--- src/logic/usbgc_cfg.svh ---
// Offsets, field positions, reset values and timing counts of the global control registers
`ifndef USBGC_CFG_SVH
`define USBGC_CFG_SVH
`define USBGC_ADDR_W 3
`define USBGC_OFF_MAIN 3'h0
`define USBGC_OFF_CLK 3'h1
`define USBGC_OFF_DMA 3'h2
`define USBGC_OFF_REV 3'h3
`define USBGC_OFF_NODE 3'h4
`define USBGC_MAIN_SOFT_RESET_BIT 0
`define USBGC_MAIN_VGE 2
`define USBGC_MAIN_NAT 3
`define USBGC_MAIN_IRQ_PIN_STYLE_LO 6
`define USBGC_CLK_DIV_LO 0
`define USBGC_CLK_CLOCK_OUTPUT_DISABLE 7
`define USBGC_DMA_SRC_LO 0
`define USBGC_DMA_DMA_REQUEST_TIMING 3
`define USBGC_DMA_DEN 7
`define USBGC_DIV_RESET 4'hB
`define USBGC_REV_DEFAULT 4'h5
`define USBGC_SOFT_RESET_BIT_CYCLES 4'h8
`endif

--- src/logic/usbgc_pkg.sv ---
// Types of the global control registers
package usbgc_pkg;
	typedef enum logic [1:0] {
		USBGC_IRQ_OFF = 2'h0,
		USBGC_IRQ_OD_LOW = 2'h1,
		USBGC_IRQ_PP_HIGH = 2'h2,
		USBGC_IRQ_PP_LOW = 2'h3
	} usbgc_irq_style_t;
	typedef enum logic [1:0] {
		USBGC_NODE_RESET = 2'h0,
		USBGC_NODE_RESUME = 2'h1,
		USBGC_NODE_OPER = 2'h2,
		USBGC_NODE_SUSPEND = 2'h3
	} usbgc_node_state_t;
	typedef enum {
		USBGC_DMA_IDLE,
		USBGC_DMA_RUN,
		USBGC_DMA_DRAIN
	} usbgc_dma_state_t;
endpackage : usbgc_pkg

--- src/logic/usbgc_clock_out_divisor.sv ---
// Glitch-free divided clock output with freeze control
`timescale 1ns/1ps
`include "usbgc_cfg.svh"
module usbgc_clock_out_divisor #(
	parameter int DIV_W = 4
) (
	input wire logic ref_clk,
	input wire logic rst_n,
	input wire logic [DIV_W-1:0] divisor,
	input wire logic freeze,
	output logic clk_out
);
	logic [DIV_W-1:0] phase_cnt;
	logic [DIV_W-1:0] phase_len;
	logic phase_end;

	// Live divisor sets the current phase length, so a change stretches or cuts it in place
	always_comb begin
		if (clk_out)
			phase_len = divisor - (divisor >> 1);
		else
			phase_len = (divisor >> 1) + {{(DIV_W-1){1'b0}}, 1'b1};
		if (phase_len == '0)
			phase_len = {{(DIV_W-1){1'b0}}, 1'b1};
	end

	assign phase_end = (phase_cnt + {{(DIV_W-1){1'b0}}, 1'b1}) >= phase_len;

	always_ff @(posedge ref_clk or negedge rst_n) begin
		if (!rst_n) begin
			phase_cnt <= '0;
			clk_out <= 1'b0;
		end else if (freeze) begin
			phase_cnt <= phase_cnt;
		end else if (phase_end) begin
			phase_cnt <= '0;
			clk_out <= ~clk_out;
		end else begin
			phase_cnt <= phase_cnt + {{(DIV_W-1){1'b0}}, 1'b1};
		end
	end

	AST_CLK_FROZEN: assert property (@(posedge ref_clk) disable iff (!rst_n) freeze |=> $stable(clk_out))
		else $error("clock output moved while frozen");
	// A release from freeze may meet a stale count once; that phase ends at the next edge
	AST_CLK_PHASE: assert property (@(posedge ref_clk) disable iff (!rst_n)
		(!freeze && !$past(freeze) && $stable(divisor)) |-> phase_cnt <= divisor)
		else $error("phase counter ran past divisor");
endmodule : usbgc_clock_out_divisor

--- src/logic/usbgc_regs.sv ---
// Global control register bank: reset, attach, irq style, clock out, DMA request
// Summary of operation
// - Reserved bits read zero here; firmware writes zeros into reserved positions.
// - Soft reset bit resets everything except clock config, then clears itself.
// - Regulator enable resets to zero; setting it powers the regulator.
// - Attach bit clear forces SE0 on the bus; set releases the bus.
// - Two-bit irq style: off, open-drain low, push-pull high, push-pull low.
// - Clock out frequency is base clock over divisor plus one, over two for divisor zero; divisor resets 11.
// - Divisor change alters the current phase length, avoiding glitches.
// - Clock output disable freezes the pin at its present level.
// - Three-bit DMA source selects endpoints 1 to 6; codes 11x reserved.
// - Completion timing requests on transmit done or receive last flag.
// - Warning timing requests when the selected FIFO warning flag sets.
// - Transmit completion request holds until status read or transmit-last command.
// - Transmit warning request holds until warning clears or transmit done sets.
// - Receive completion request holds until status read or FIFO empty.
// - Receive warning request holds until warning clears or FIFO flushed.
// - Requests only while selected endpoint and DMA are both enabled.
// - Clearing DMA enable stops after the running cycle, or at once; here the request drops at once in both cases.
// - In serial host mode DMA cannot be enabled; enable writes ignored.
// - Revision register shows a read-only four-bit code in low bits.
// - Node state field: reset, resume, operational, suspend; firmware writes it.
`timescale 1ns/1ps
`include "usbgc_cfg.svh"
module usbgc_regs #(
	parameter logic [3:0] REVISION = `USBGC_REV_DEFAULT, // Arbitrary value
	parameter logic [3:0] SOFT_RESET_BIT_CYCLES = `USBGC_SOFT_RESET_BIT_CYCLES
) (
	input wire logic ref_clk,
	input wire logic rst_n,
	input wire logic [`USBGC_ADDR_W-1:0] host_addr,
	input wire logic host_wr,
	input wire logic host_rd,
	input wire logic [7:0] host_wdata,
	output logic [7:0] host_rdata,
	input wire logic serial_mode_pin,
	output logic soft_reset,
	output logic regulator_enable,
	output logic force_se0,
	output usbgc_pkg::usbgc_node_state_t node_state_field,
	input wire logic irq_event,
	output logic irq_pin_out,
	output logic irq_pin_oe,
	output logic divided_clock_pin,
	input wire logic [6:1] ep_enable,
	input wire logic [6:1] tx_done_flag,
	input wire logic [6:1] rx_last_flag,
	input wire logic [6:1] fifo_warn_flag,
	input wire logic [6:1] fifo_empty_flag,
	input wire logic [6:1] fifo_flushed,
	input wire logic [6:1] tx_last_cmd,
	input wire logic dma_ack_pin,
	output logic dma_req
);
	import usbgc_pkg::*;

	logic node_attach_bit;
	usbgc_irq_style_t irq_pin_style;
	logic [3:0] clock_out_divisor;
	logic clock_output_disable;
	logic dma_enable_bit;
	logic dma_request_timing;
	logic [2:0] dma_source_select;
	logic [3:0] soft_reset_bit_cnt;
	logic [2:0] strap_sync;
	logic serial_mode;
	logic [2:0] ack_sync;
	logic dma_ack;
	usbgc_dma_state_t dma_state;
	logic req_cond;
	logic [2:0] ep_idx;

	function automatic logic wr_hit(input logic [`USBGC_ADDR_W-1:0] off);
		wr_hit = host_wr && (host_addr == off);
	endfunction : wr_hit

	// Soft reset pulse; clock config stays out of it
	always_ff @(posedge ref_clk or negedge rst_n) begin
		if (!rst_n) begin
			soft_reset_bit_cnt <= 4'h0;
		end else if (soft_reset_bit_cnt != 4'h0) begin
			soft_reset_bit_cnt <= soft_reset_bit_cnt - 4'h1;
		end else if (wr_hit(`USBGC_OFF_MAIN) && host_wdata[`USBGC_MAIN_SOFT_RESET_BIT]) begin
			soft_reset_bit_cnt <= SOFT_RESET_BIT_CYCLES;
		end
	end
	assign soft_reset = (soft_reset_bit_cnt != 4'h0);

	// Strap caught through three flops; two agreeing stages update it
	always_ff @(posedge ref_clk or negedge rst_n) begin
		if (!rst_n) begin
			strap_sync <= 3'h0;
			serial_mode <= 1'b0;
		end else begin
			strap_sync <= {strap_sync[1:0], serial_mode_pin};
			if (strap_sync[1] == strap_sync[2])
				serial_mode <= strap_sync[2];
		end
	end

	always_ff @(posedge ref_clk or negedge rst_n) begin
		if (!rst_n) begin
			ack_sync <= 3'h0;
			dma_ack <= 1'b0;
		end else begin
			ack_sync <= {ack_sync[1:0], dma_ack_pin};
			if (ack_sync[1] == ack_sync[2])
				dma_ack <= ack_sync[2];
		end
	end

	// Main control
	always_ff @(posedge ref_clk or negedge rst_n) begin
		if (!rst_n) begin
			regulator_enable <= 1'b0;
			node_attach_bit <= 1'b0;
			irq_pin_style <= USBGC_IRQ_OFF;
		end else if (soft_reset) begin
			regulator_enable <= 1'b0;
			node_attach_bit <= 1'b0;
			irq_pin_style <= USBGC_IRQ_OFF;
		end else if (wr_hit(`USBGC_OFF_MAIN)) begin
			regulator_enable <= host_wdata[`USBGC_MAIN_VGE];
			node_attach_bit <= host_wdata[`USBGC_MAIN_NAT];
			irq_pin_style <= usbgc_irq_style_t'(host_wdata[`USBGC_MAIN_IRQ_PIN_STYLE_LO +: 2]);
		end
	end
	assign force_se0 = ~node_attach_bit;

	// Interrupt pin style
	always_comb begin
		case (irq_pin_style)
			USBGC_IRQ_OD_LOW: begin
				irq_pin_out = 1'b0;
				irq_pin_oe = irq_event;
			end
			USBGC_IRQ_PP_HIGH: begin
				irq_pin_out = irq_event;
				irq_pin_oe = 1'b1;
			end
			USBGC_IRQ_PP_LOW: begin
				irq_pin_out = ~irq_event;
				irq_pin_oe = 1'b1;
			end
			default: begin
				irq_pin_out = 1'b0;
				irq_pin_oe = 1'b0;
			end
		endcase
	end

	// Clock config survives soft reset
	always_ff @(posedge ref_clk or negedge rst_n) begin
		if (!rst_n) begin
			clock_out_divisor <= `USBGC_DIV_RESET;
			clock_output_disable <= 1'b0;
		end else if (wr_hit(`USBGC_OFF_CLK)) begin
			clock_out_divisor <= host_wdata[`USBGC_CLK_DIV_LO +: 4];
			clock_output_disable <= host_wdata[`USBGC_CLK_CLOCK_OUTPUT_DISABLE];
		end
	end

	usbgc_clock_out_divisor #(
		.DIV_W(4)
	) u_clock_out_divisor (
		.ref_clk(ref_clk),
		.rst_n(rst_n),
		.divisor(clock_out_divisor),
		.freeze(clock_output_disable),
		.clk_out(divided_clock_pin)
	);

	// DMA control
	always_ff @(posedge ref_clk or negedge rst_n) begin
		if (!rst_n) begin
			dma_enable_bit <= 1'b0;
			dma_request_timing <= 1'b0;
			dma_source_select <= 3'h0;
		end else if (soft_reset) begin
			dma_enable_bit <= 1'b0;
			dma_request_timing <= 1'b0;
			dma_source_select <= 3'h0;
		end else if (wr_hit(`USBGC_OFF_DMA)) begin
			dma_enable_bit <= host_wdata[`USBGC_DMA_DEN] & ~serial_mode;
			dma_request_timing <= host_wdata[`USBGC_DMA_DMA_REQUEST_TIMING];
			dma_source_select <= host_wdata[`USBGC_DMA_SRC_LO +: 3];
		end else if (serial_mode) begin
			dma_enable_bit <= 1'b0;
		end
	end

	always_ff @(posedge ref_clk or negedge rst_n) begin
		if (!rst_n) begin
			node_state_field <= USBGC_NODE_RESET;
		end else if (soft_reset) begin
			node_state_field <= USBGC_NODE_RESET;
		end else if (wr_hit(`USBGC_OFF_NODE)) begin
			node_state_field <= usbgc_node_state_t'(host_wdata[1:0]);
		end
	end

	// Request condition; codes are endpoint minus one, even codes are transmit
	assign ep_idx = dma_source_select + 3'h1;
	always_comb begin
		req_cond = 1'b0;
		if (dma_source_select[2:1] != 2'b11 && ep_enable[ep_idx]) begin
			if (!dma_source_select[0]) begin
				if (!dma_request_timing)
					req_cond = tx_done_flag[ep_idx] & ~tx_last_cmd[ep_idx];
				else
					req_cond = fifo_warn_flag[ep_idx] & ~tx_done_flag[ep_idx];
			end else begin
				if (!dma_request_timing)
					req_cond = rx_last_flag[ep_idx] & ~fifo_empty_flag[ep_idx];
				else
					req_cond = fifo_warn_flag[ep_idx] & ~fifo_flushed[ep_idx];
			end
		end
	end

	// A cycle in progress is one the controller has acknowledged
	// Request drops at once; drain only blocks a new request until the ack falls
	always_ff @(posedge ref_clk or negedge rst_n) begin
		if (!rst_n) begin
			dma_state <= USBGC_DMA_IDLE;
		end else if (soft_reset) begin
			dma_state <= USBGC_DMA_IDLE;
		end else begin
			case (dma_state)
				USBGC_DMA_IDLE: begin
					if (dma_enable_bit)
						dma_state <= USBGC_DMA_RUN;
				end
				USBGC_DMA_RUN: begin
					if (!dma_enable_bit)
						dma_state <= dma_ack ? USBGC_DMA_DRAIN : USBGC_DMA_IDLE;
				end
				USBGC_DMA_DRAIN: begin
					if (!dma_ack)
						dma_state <= USBGC_DMA_IDLE;
				end
				default: dma_state <= USBGC_DMA_IDLE;
			endcase
		end
	end

	always_ff @(posedge ref_clk or negedge rst_n) begin
		if (!rst_n)
			dma_req <= 1'b0;
		else
			dma_req <= req_cond && dma_state == USBGC_DMA_RUN && dma_enable_bit;
	end

	// Read data; reserved bits return zero
	always_ff @(posedge ref_clk or negedge rst_n) begin
		if (!rst_n) begin
			host_rdata <= 8'h00;
		end else if (host_rd) begin
			case (host_addr)
				`USBGC_OFF_MAIN: host_rdata <= {irq_pin_style, 2'b00, node_attach_bit, regulator_enable, 1'b0,
					soft_reset};
				`USBGC_OFF_CLK: host_rdata <= {clock_output_disable, 3'b000, clock_out_divisor};
				`USBGC_OFF_DMA: host_rdata <= {dma_enable_bit, 3'b000, dma_request_timing, dma_source_select};
				`USBGC_OFF_REV: host_rdata <= {4'h0, REVISION};
				`USBGC_OFF_NODE: host_rdata <= {6'h00, node_state_field};
				default: host_rdata <= 8'h00;
			endcase
		end
	end

	AST_SOFT_RESET_BIT_LEN: assert property (@(posedge ref_clk) disable iff (!rst_n)
		$rose(soft_reset) |-> soft_reset [*8] ##1 !soft_reset)
		else $error("soft reset pulse length wrong");
	AST_SOFT_RESET_BIT_CLEARS: assert property (@(posedge ref_clk) disable iff (!rst_n)
		soft_reset |=> !regulator_enable && !node_attach_bit && !dma_enable_bit)
		else $error("soft reset left control bits set");
	AST_SOFT_RESET_BIT_KEEPS_CLK: assert property (@(posedge ref_clk) disable iff (!rst_n)
		(soft_reset && !host_wr) |=> $stable(clock_out_divisor))
		else $error("soft reset touched clock config");
	// Bus is only released by a host write of the attach bit
	AST_SE0: assert property (@(posedge ref_clk) disable iff (!rst_n)
		$fell(force_se0) |-> $past(host_wr && host_addr == `USBGC_OFF_MAIN
			&& host_wdata[`USBGC_MAIN_NAT]))
		else $error("se0 released without attach write");
	AST_VGE_WRITE: assert property (@(posedge ref_clk) disable iff (!rst_n)
		(host_wr && host_addr == `USBGC_OFF_MAIN && !soft_reset)
			|=> regulator_enable == $past(host_wdata[`USBGC_MAIN_VGE]))
		else $error("regulator enable not written");
	AST_IRQ_OD: assert property (@(posedge ref_clk) disable iff (!rst_n)
		(irq_pin_style == USBGC_IRQ_OD_LOW) |-> (irq_pin_oe == irq_event && !irq_pin_out))
		else $error("open drain irq misdriven");
	AST_SERIAL_NO_DMA: assert property (@(posedge ref_clk) disable iff (!rst_n)
		serial_mode ##1 serial_mode |-> !dma_enable_bit)
		else $error("dma enabled in serial mode");
	AST_REQ_GATED: assert property (@(posedge ref_clk) disable iff (!rst_n)
		dma_req |-> $past(dma_enable_bit) && $past(ep_enable[ep_idx]))
		else $error("dma request while disabled");
	AST_RSVD_SRC: assert property (@(posedge ref_clk) disable iff (!rst_n)
		(dma_source_select[2:1] == 2'b11) |=> !dma_req)
		else $error("request from reserved source");
	AST_DEN_STOP: assert property (@(posedge ref_clk) disable iff (!rst_n)
		($fell(dma_enable_bit) && !dma_ack) |-> ##[1:2] !dma_req)
		else $error("dma not stopped after enable cleared");
endmodule : usbgc_regs

--- config.mk ---
export PLATFORM = sky130hd
export DESIGN_NAME = usbgc_regs
export DESIGN_NICKNAME = d
export VERILOG_FILES = /design/src/logic/usbgc_pkg.sv /design/src/logic/usbgc_clock_out_divisor.sv /design/src/logic/usbgc_regs.sv
export VERILOG_INCLUDE_DIRS = /design/src /design/src/logic
export SDC_FILE = /design/constraint.sdc
export NUM_CORES = 1
export LEC_CHECK = 0
export ABC_AREA = 1
export ABC_CLOCK_PERIOD_IN_PS = 2900
export BUFFER_PORTS_ARGS = -buffer_cell sky130_fd_sc_hd__buf_2
export CAP_MARGIN = 10
export CORE_ASPECT_RATIO = 0.9
export CORE_UTILIZATION = 39
export CTS_CLUSTER_DIAMETER = 100
export DETAILED_ROUTE_END_ITERATION = 10
export MAX_ROUTING_LAYER = met4
export SETUP_SLACK_MARGIN = 0.05
export SYNTH_ARGS = -nofsm -noshare
export SYNTH_HDL_FRONTEND = slang
export SYNTH_HIERARCHICAL = 1
export SYNTH_SLANG_ARGS = --single-unit
--- constraint.sdc ---
create_clock -name ref_clk -period 2.9 [get_ports ref_clk]
set_input_delay 0.87 -clock ref_clk [delete_from_list [all_inputs] [get_ports ref_clk]]
set_output_delay 0.87 -clock ref_clk [all_outputs]
set_load 0.05 [all_outputs]
; ---- Word-level counts from Yosys, hierarchy flattened
; Cells that the tools add are included.
[totals]
output_inout_bits = 17
inputBits = 60
regBits = 74
[classes]
eq_ne = 16
n_bitwise = 14
n_lt_le_gt_ge = 2
n_reduce_logical = 20
mux = 47
addsub = 5
[op_table]
columns = operator, count
row1 = $mux W32, 4
row2 = $pmux W32 S3, 1
row3 = $eq A32 B2 Y1 const B, 2
row4 = $pmux W8 S5, 1
row5 = $eq A32 B1 Y1 const B, 1
row6 = $logic_not A32 Y1, 1
row7 = $bmux W1 S3, 7
row8 = $mux W1, 20
row9 = $mux W4, 5
row10 = $mux W2, 5
row11 = $ne A3 B3 Y1 const B, 3
row12 = $not A1 Y1, 9
row13 = $logic_and A1 B1 Y1, 8
row14 = $reduce_bool A2 Y1, 4
row15 = $eq A3 B2 Y1 const B, 2
row16 = $mux W3, 2
row17 = $and A1 B1 Y1, 5
row18 = $add A3 B1 Y4 const B, 1
row19 = $add A4 B1 Y4 const B, 1
row20 = $eq A2 B2 Y1 const B, 2
row21 = $ge A4 B4 Y1, 1
row22 = $logic_not A4 Y1, 1
row23 = $lt A3 B4 Y1 const B, 1
row24 = $pmux W1 S2, 2
row25 = 14 further kinds, 15

; ---- Longest topological paths before layout
; Gate-level depths: netlist of the first run.
[depth]
word_depth = 10
ltp_mapped = 18
mapped_depth_nobuf = 18

; ---- Hierarchy
; The synthesis of the first run kept the hierarchy.
[by_module_without_submodules]
columns = mod, cells_per_inst, n_inst, area_each_um2
row1 = usbgc_regs, 288, 1, 2194.6
row2 = usbgc_clock_out_divisor, 79, 1, 543.0

; ---- Least setup slack after synthesis of the first run
; OpenSTA, ideal clock, no wires.
[synth_timing]
path_type = input-to-output
from = in irq_event
to = out irq_pin_out
cell_stages = 2
t_arrival_ns = 1.696
slack_ns = 0.334
required_time_ns = 2.030
cell_sequence = o21ai_0 a21oi_1
[synth_via]
elab_chain_cells = 2
[synth_rtl]
columns = item, line
row1 = "start, declared", usbgc_regs.sv:41  ; input wire logic irq_event,
row2 = $not A1 Y1, usbgc_regs.sv:142  ; irq_pin_out = ~irq_event;
row3 = $pmux W1 S2 (*), usbgc_regs.sv:132  ; case (irq_pin_style)
row4 = "end, declared", usbgc_regs.sv:42  ; output logic irq_pin_out,
; Mark *: on every way between the ends. The rest lies on a longest branch, timed or not.

; ---- Worst setup path after layout of the first run
[layout_timing]
from = reg clock_out_divisor[1]
to = reg u_clock_out_divisor.phase_cnt[0]
[layout_via]
elab_chain_cells = 6
word_cells_on_any_way = 7
cone_classes = 2 x add/sub / 1 x order compare / 3 x mux / 1 x reduce/logical
[layout_rtl]
columns = item, line
row1 = "start, declared", usbgc_regs.sv:59  ; logic [3:0] clock_out_divisor;
row2 = "start signal, assigned", usbgc_regs.sv:155  ; clock_out_divisor <= `USBGC_DIV_RESET;
row3 = "start signal, assigned", usbgc_regs.sv:158  ; clock_out_divisor <= host_wdata[`USBGC_CLK_DIV_LO +: 4];
row4 = $sub A4 B3 Y4 / $add A3 B1 Y4 (equally long branches), "usbgc_clock_out_divisor.sv:20, usbgc_clock_out_divisor.sv:22"
row5 = $mux W4 (*), usbgc_clock_out_divisor.sv:19  ; if (clk_out)
row6 = $logic_not A4 Y1, usbgc_clock_out_divisor.sv:23  ; if (phase_len == '0)
row7 = $mux W4 (*), usbgc_clock_out_divisor.sv:23
row8 = $ge A4 B4 Y1 (*), usbgc_clock_out_divisor.sv:27  ; assign phase_end = (phase_cnt + {{(DIV_W-1){1'b0}}, 1'b1}) >= phase_len;
row9 = $mux W4 (*), usbgc_clock_out_divisor.sv:35  ; end else if (phase_end) begin
row10 = "end signal, assigned", usbgc_clock_out_divisor.sv:34  ; phase_cnt <= phase_cnt;
row11 = "end signal, assigned", usbgc_clock_out_divisor.sv:39  ; phase_cnt <= phase_cnt + {{(DIV_W-1){1'b0}}, 1'b1};
row12 = "end, declared", usbgc_clock_out_divisor.sv:13  ; logic [DIV_W-1:0] phase_cnt;
; Marks and branches as above.
; A chain may end at the register's enable or synchronous reset.

==> results.json, run 1 <==
{
  "grt_usage_pct": 18.5,
  "power_frac_comb_pct": 47.2,
  "core-area_um2": 6690,
  "gp_congestion": 0.764,
  "finalCriticalPeriod_ns": 2.58,
  "r2r_cells": 13,
  "cts_inserted_buffers": 5,
  "finalCoreUtilization_pct": 49.0,
  "rsz0062_at_grt": "false",
  "grt_pass1_wl_um": 10500,
  "holdPathStages": 0,
  "outcome": "finished clean",
  "cts_tree": "built",
  "ys_ff_latch": 42,
  "setup-tns-final_ns": 0,
  "wl_um": 6190,
  "p_sw_mw": 1.08,
  "slew_violations": 0,
  "netlist_instances": 367,
  "ys.flop_type": "dfrtp_1",
  "finalSetupViolations": 0,
  "root_buffer": "clkbuf_8",
  "seq_area_frac_synth_pct": 38.5,
  "ctsLongestPathBuffers": 2,
  "mostFrequentLayoutCells": "nand2_1, buf_2, inv_1",
  "grt_max_degree": 23,
  "crit_chain": "ha_1, inv_1, fa_1, o21a_1, nor2_1, nand3_1, nand2_1, ha_1, nand3_1, nand3_1, nor2_2, nand2_1, nand2_1",
  "ant_nets": 0,
  "critPathTopFamily": "adder cells",
  "nFillCells": 677,
  "cp.required_ns": 3.14,
  "timing.hold.ws_ns": 0.362,
  "start_util_pct": 40.9,
  "yosys-top-cells-area": "dfrtp_1, nand2_1, inv_1, nand3_1, ha_1",
  "clk_pin_slew_ns": 0.08,
  "slowest_delay_ns": 0.64,
  "async_reset_ff_share_pct": 100,
  "max_slew_margin_pct": 65.2,
  "path_buf_inv": 1,
  "slowest_stage": "dfstp_2",
  "layout.nets": 513,
  "drv_cap": 0,
  "grt-ovfl-total": 0,
  "viasPerCell": 4.71,
  "drt-wirelength-per-cell_um": 11.6,
  "path_max_fanout": 8,
  "worstSetupPathType": "flip-flop to flip-flop",
  "tightestPinTransition_ns": 0.522,
  "die_w_um": 90.3,
  "synth_top_area_share_pct": 35.6,
  "drc": 0,
  "htreeDepth": 2,
  "layout_commonest_cell": "nand2_1",
  "port_buffers": 72,
  "power_frac_clock_pct": 19.4,
  "synth_area_um2": 2740,
  "die_h_um": 81.5,
  "clock_sinks": 42,
  "switching_share_pct": 44.5,
  "cp-start-kind": "flip-flop",
  "crit_cells": 13,
  "worstSetupEndpointType": "flip-flop",
  "drtPass1Iterations": 4,
  "io_pins": 77,
  "synth_edf_count": 0,
  "rows": 28,
  "via_count": 2504,
  "grt_pass1_vias": 2308,
  "drt_iter0_markers": 120,
  "antenna_cells": 0,
  "drive_gt1_share_pct": 26.0,
  "pre_cts_ws_ns": 0.266,
  "worstHoldPathType": "flip-flop to flip-flop",
  "post-route-period-util_pct": 88.8,
  "antenna_found_initial": 0,
  "syn_avg_cell_area_um2": 7.46,
  "pwr-share-seq_pct": 33.4,
  "hpwl_um": 4910,
  "fin_worst_skew_ns": 0.00790,
  "synth_top_cell_by_area": "dfrtp_1",
  "cp.arrival_ns": 2.82,
  "die-area_um2": 7360,
  "fmax_mhz": 388,
  "power.density_nw_per_um2": 739,
  "clk-insertion-delay-late_ns": 0.30,
  "final.setup.worst_slack_ns": 0.324,
  "power_leakage_nw": 1.85,
  "hold_viol": 0,
  "synth_cell_types": 41,
  "internal-power_mw": 1.35,
  "area_delta_synth_final_pct": 19.8,
  "peakVddDrop_mv": 0.528,
  "ys_warn_count": 6,
  "power_mw": 2.42
}
-- logic make-up (layout without fill, tap and decap cells) --
kind of cell	after synthesis	after routing	synth area share, %
other	1	2	0.137
adders and majority gates	14	14	6.49
AOI/OAI and AO/OA	41	41	8.68
DFF	42	42	38.5
and+or+nand+nor	196	196	31.4
xor gates and xnor gates	2	2	0.640
buffers and inverters	62	136	9.78
muxes	9	9	4.39
-- power by group through the flow --
stage / registers (mW) / clock network, mW / logic [mW]
2_1_floorplan: 0.859 / 0 / 0.829
3_3_place_gp: 0.817 / 0 / 1.12
3_5_place_dp: 0.821 / 0 / 1.14
4_1_cts: 0.810 / 0.484 / 1.14
5_1_grt: 0.827 / 0.509 / 1.32
6_report: 0.809 / 0.471 / 1.14
-- flip-flops by register name, indices dropped and copies added, names as in the netlist, 2 cells and up --
signal,count
dma_source_select,3
u_clock_out_divisor/phase_cnt,4
dma_state,2
irq_pin_style,2
soft_reset_bit_cnt,4
node_state_field,2
host_rdata,6
strap_sync,3
clock_out_divisor,4
ack_sync,3
-- repair_timing --
item / in CTS / in global routing
buffers inserted: 0 / 0
hold buffers: 0 / 0
hold endpoints to repair: 0 / 0
resized for setup: 0 / 1
endpoints found under the setup margin: 0 / 3
-- cells in the mapped netlist, types with 3 or more instances --
cell	n
nand2_1	121
inv_1	44
dfrtp_1	39
nand3_1	31
nor2_1	28
o21ai_0	15
ha_1	11
inv_2	9
o21ai_1	7
a21oi_1	6
buf_4	5
mux2_4	5
o211ai_1	5
mux2_2	4
dfstp_2	3
nand2_4	3
-- final timing paths --
path | startpoint | endpoint | slack (ns)
min in group asynchronous | rst_n | soft_reset_bit_cnt[0] | 0.52
worst min-delay path | strap_sync[0] | strap_sync[1] | 0.36
max in group asynchronous | rst_n | clock_out_divisor[1] | 1.67
worst max-delay path | clock_out_divisor[1] | u_clock_out_divisor/phase_cnt[0] | 0.32
worst max register to register | clock_out_divisor[1] | u_clock_out_divisor/phase_cnt[0] | 0.32
worst min register to register | strap_sync[0] | strap_sync[1] | 0.36
-- routing by layer --
layer  global-route usage [%]  vias up  routed length [µm]
li1                         -     1312                   -
met1                     24.0     1129                3220
met2                     29.2       54                2630
met3                     3.43        9                 253
met4                     6.61        0                  80
met5                        -        -                   0
-- final cells by class --
class	count	area (µm²)	share of cell area, %
multi-input cells	264	1420	43.3
clock inverters	3	43.8	1.33
inverters	54	204	6.22
flip-flops and latches	42	1050	32.2
well taps	90	113	3.43
repair buffers	74	375	11.4
clock buffers	5	68.8	2.10
-- metrics by stage --
stage / std cells / area [µm²]
2_1_floorplan: 368 / 2740
3_3_place_gp: 524 / 3170
3_5_place_dp: 524 / 3170
4_1_cts: 532 / 3280
5_1_grt: 532 / 3280
6_report: 532 / 3280
No activity file was read; power rests on OpenSTA's default activity.
==> run 2, diff against run 1 <==
CAP_MARGIN = 20   (was 10)
CELL_PAD_IN_SITES_DETAIL_PLACEMENT = 0   (was unset)
CELL_PAD_IN_SITES_GLOBAL_PLACEMENT = 1   (was unset)
CORE_UTILIZATION = 37   (was 39)
PLACE_DENSITY_LB_ADDON = 0.1   (was unset)
RECOVER_POWER = 25   (was unset)
==> run 2 against run 1 <==
Non-clock buffer count is the same; design area shrank 0.72%; largest cell class unchanged; utilization shrank 3.2 points; highest routed layer unchanged; critical path type unchanged; critical path depth is the same; worst setup slack gained 0.022 ns; die area grew 5.3%.
==> results.json, run 2 (synthesis results as in run 1) <==
{
  "power_leakage_nw": 1.84,
  "drc": 0,
  "htreeDepth": 2,
  "slowest_delay_ns": 0.59,
  "wl_um": 6460,
  "power.density_nw_per_um2": 712,
  "grt_pass1_wl_um": 10900,
  "cts_tree": "built",
  "drv_cap": 0,
  "clk_pin_slew_ns": 0.08,
  "cts_inserted_buffers": 5,
  "gp_congestion": 0.837,
  "tightestPinTransition_ns": 1.23,
  "cp-start-kind": "flip-flop",
  "drtPass1Iterations": 4,
  "hpwl_um": 5070,
  "die_w_um": 92.7,
  "die_h_um": 83.6,
  "rsz0062_at_grt": "false",
  "finalSetupViolations": 0,
  "via_count": 2453,
  "die-area_um2": 7750,
  "peakVddDrop_mv": 0.468,
  "drt-wirelength-per-cell_um": 12.1,
  "drive_gt1_share_pct": 25.6,
  "critPathMostFrequentCell": "nand2_1",
  "path_buf_inv": 1,
  "ant_nets": 0,
  "worstHoldPathType": "flip-flop to flip-flop",
  "hold_viol": 0,
  "finalCoreUtilization_pct": 45.8,
  "cp.required_ns": 3.12,
  "setup-tns-final_ns": 0,
  "max_slew_margin_pct": 18.3,
  "outcome": "finished clean",
  "grt-ovfl-total": 0,
  "fin_worst_skew_ns": 0.0115,
  "grt_usage_pct": 18.4,
  "start_util_pct": 38.5,
  "drt_iter0_markers": 58,
  "viasPerCell": 4.59,
  "worstSetupPathType": "flip-flop to flip-flop",
  "root_buffer": "clkbuf_8",
  "grt_pass1_vias": 2395,
  "cp.arrival_ns": 2.78,
  "critPathTopFamily": "simple AND/OR/NAND/NOR gates",
  "clk-insertion-delay-late_ns": 0.30,
  "grt_max_degree": 23,
  "ctsLongestPathBuffers": 2,
  "port_buffers": 72,
  "finalCriticalPeriod_ns": 2.55,
  "rows": 29,
  "io_pins": 77,
  "post-route-period-util_pct": 88.1,
  "ctsHoldBuffers": 0,
  "layout.nets": 513,
  "path_max_fanout": 6,
  "clock_sinks": 42,
  "largest_reg_flops": 6,
  "regMostFlops": "host_rdata",
  "crit_chain": "inv_1, ha_1, a21oi_1, nand2_1, nand2_1, nand3_1, and2_1, ha_1, a21oi_1, nand3_1, nor2_2, nand2_1, nand2_1",
  "slowest_stage": "dfstp_2",
  "core-area_um2": 7110,
  "slew_violations": 0,
  "antenna_found_initial": 0,
  "fmax_mhz": 392,
  "worstSetupEndpointType": "flip-flop",
  "antenna_cells": 0,
  "layout_commonest_cell": "nand2_1",
  "nFillCells": 769,
  "area_delta_synth_final_pct": 19.0,
  "mostFrequentLayoutCells": "nand2_1, buf_2, inv_1"
}
==> run 2: cell types whose count changed in the layout (fill, tap and decap cells not counted), sizes merged <==
cell    change
bufinv      -1
buf         -1
clkbuf      +2
clkinv      +1
inv         -1
==> run 2: routing by layer <==
metal | track usage, % | vias to the layer above | wire [µm]
met5 | - | - | 0
met3 | 3.64 | 5 | 277
met2 | 29.0 | 48 | 2880
met1 | 24.6 | 1092 | 3260
li1 | - | 1308 | -
met4 | 3.78 | 0 | 51
==> run 2: area by class of cell <==
| cell class | count | area (µm²) | share of cell area (%) |
|---|---|---|---|
| tap | 93 | 116 | 3.57 |
| inverter | 54 | 204 | 6.26 |
| clock buffer | 6 | 72.6 | 2.23 |
| multi-input combinational | 264 | 1420 | 43.6 |
| timing repair buffer | 74 | 374 | 11.5 |
| sequential | 42 | 1050 | 32.4 |
| clock inverter | 2 | 13.8 | 0.423 |
==> run 2: what timing repair did <==
item	CTS	global route
endpoints found under the setup margin	0	4
endpoints found under the hold margin	0	0
gates resized for setup	0	1
setup buffers	0	0
==> run 2: worst reg2reg max path, delay by kind of cell, from the launching register on <==
family	cells	cell delay [ns]
adder cells (fa/ha/maj)	2	0.61
flip-flops	1	0.59
AO/OA/AOI/OAI	2	0.34
buffers and inverters	1	0.09
AND/OR/NAND/NOR	8	0.86
==> run 2: power by group <==
| part | switching (mW) | internal, mW | total [mW] | leakage (nW) |
|---|---|---|---|---|
| Combinational | 0.751 | 0.388 | 1.14 | 1.25 |
| Clock | 0.203 | 0.170 | 0.373 | 0.0452 |
| Sequential | 0.109 | 0.699 | 0.808 | 0.540 |
| Total | 1.06 | 1.26 | 2.32 | 1.84 |
==> run 2: stage by stage <==
step / total power [mW] / area (µm²) / hold WS (ns) / cells / setup WS, ns
floorplan: 1.69 / 2740 / 0.331 / 368 / 0.334
finish: 2.32 / 3260 / 0.353 / 535 / 0.346
detailed placement: 1.96 / 3170 / 0.337 / 527 / 0.261
CTS: 2.35 / 3260 / 0.356 / 535 / 0.254
global route: 2.55 / 3260 / 0.374 / 535 / 0.0965
global placement: 1.94 / 3170 / 0.333 / 527 / 0.319
==> run 2: final timing paths <==
check                                              endpoint  cells past startpoint                 start  slack [ns]
max in group asynchronous              dma_source_select[1]                      2                 rst_n        1.16
hold / removal                                  ack_sync[1]                      0           ack_sync[0]        0.35
setup reg to reg           u_clock_out_divisor/phase_cnt[3]                     13  clock_out_divisor[3]        0.35
setup / recovery           u_clock_out_divisor/phase_cnt[3]                     13  clock_out_divisor[3]        0.35
hold reg to reg                                 ack_sync[1]                      0           ack_sync[0]        0.35
min in group asynchronous  u_clock_out_divisor/phase_cnt[1]                      1                 rst_n        0.80
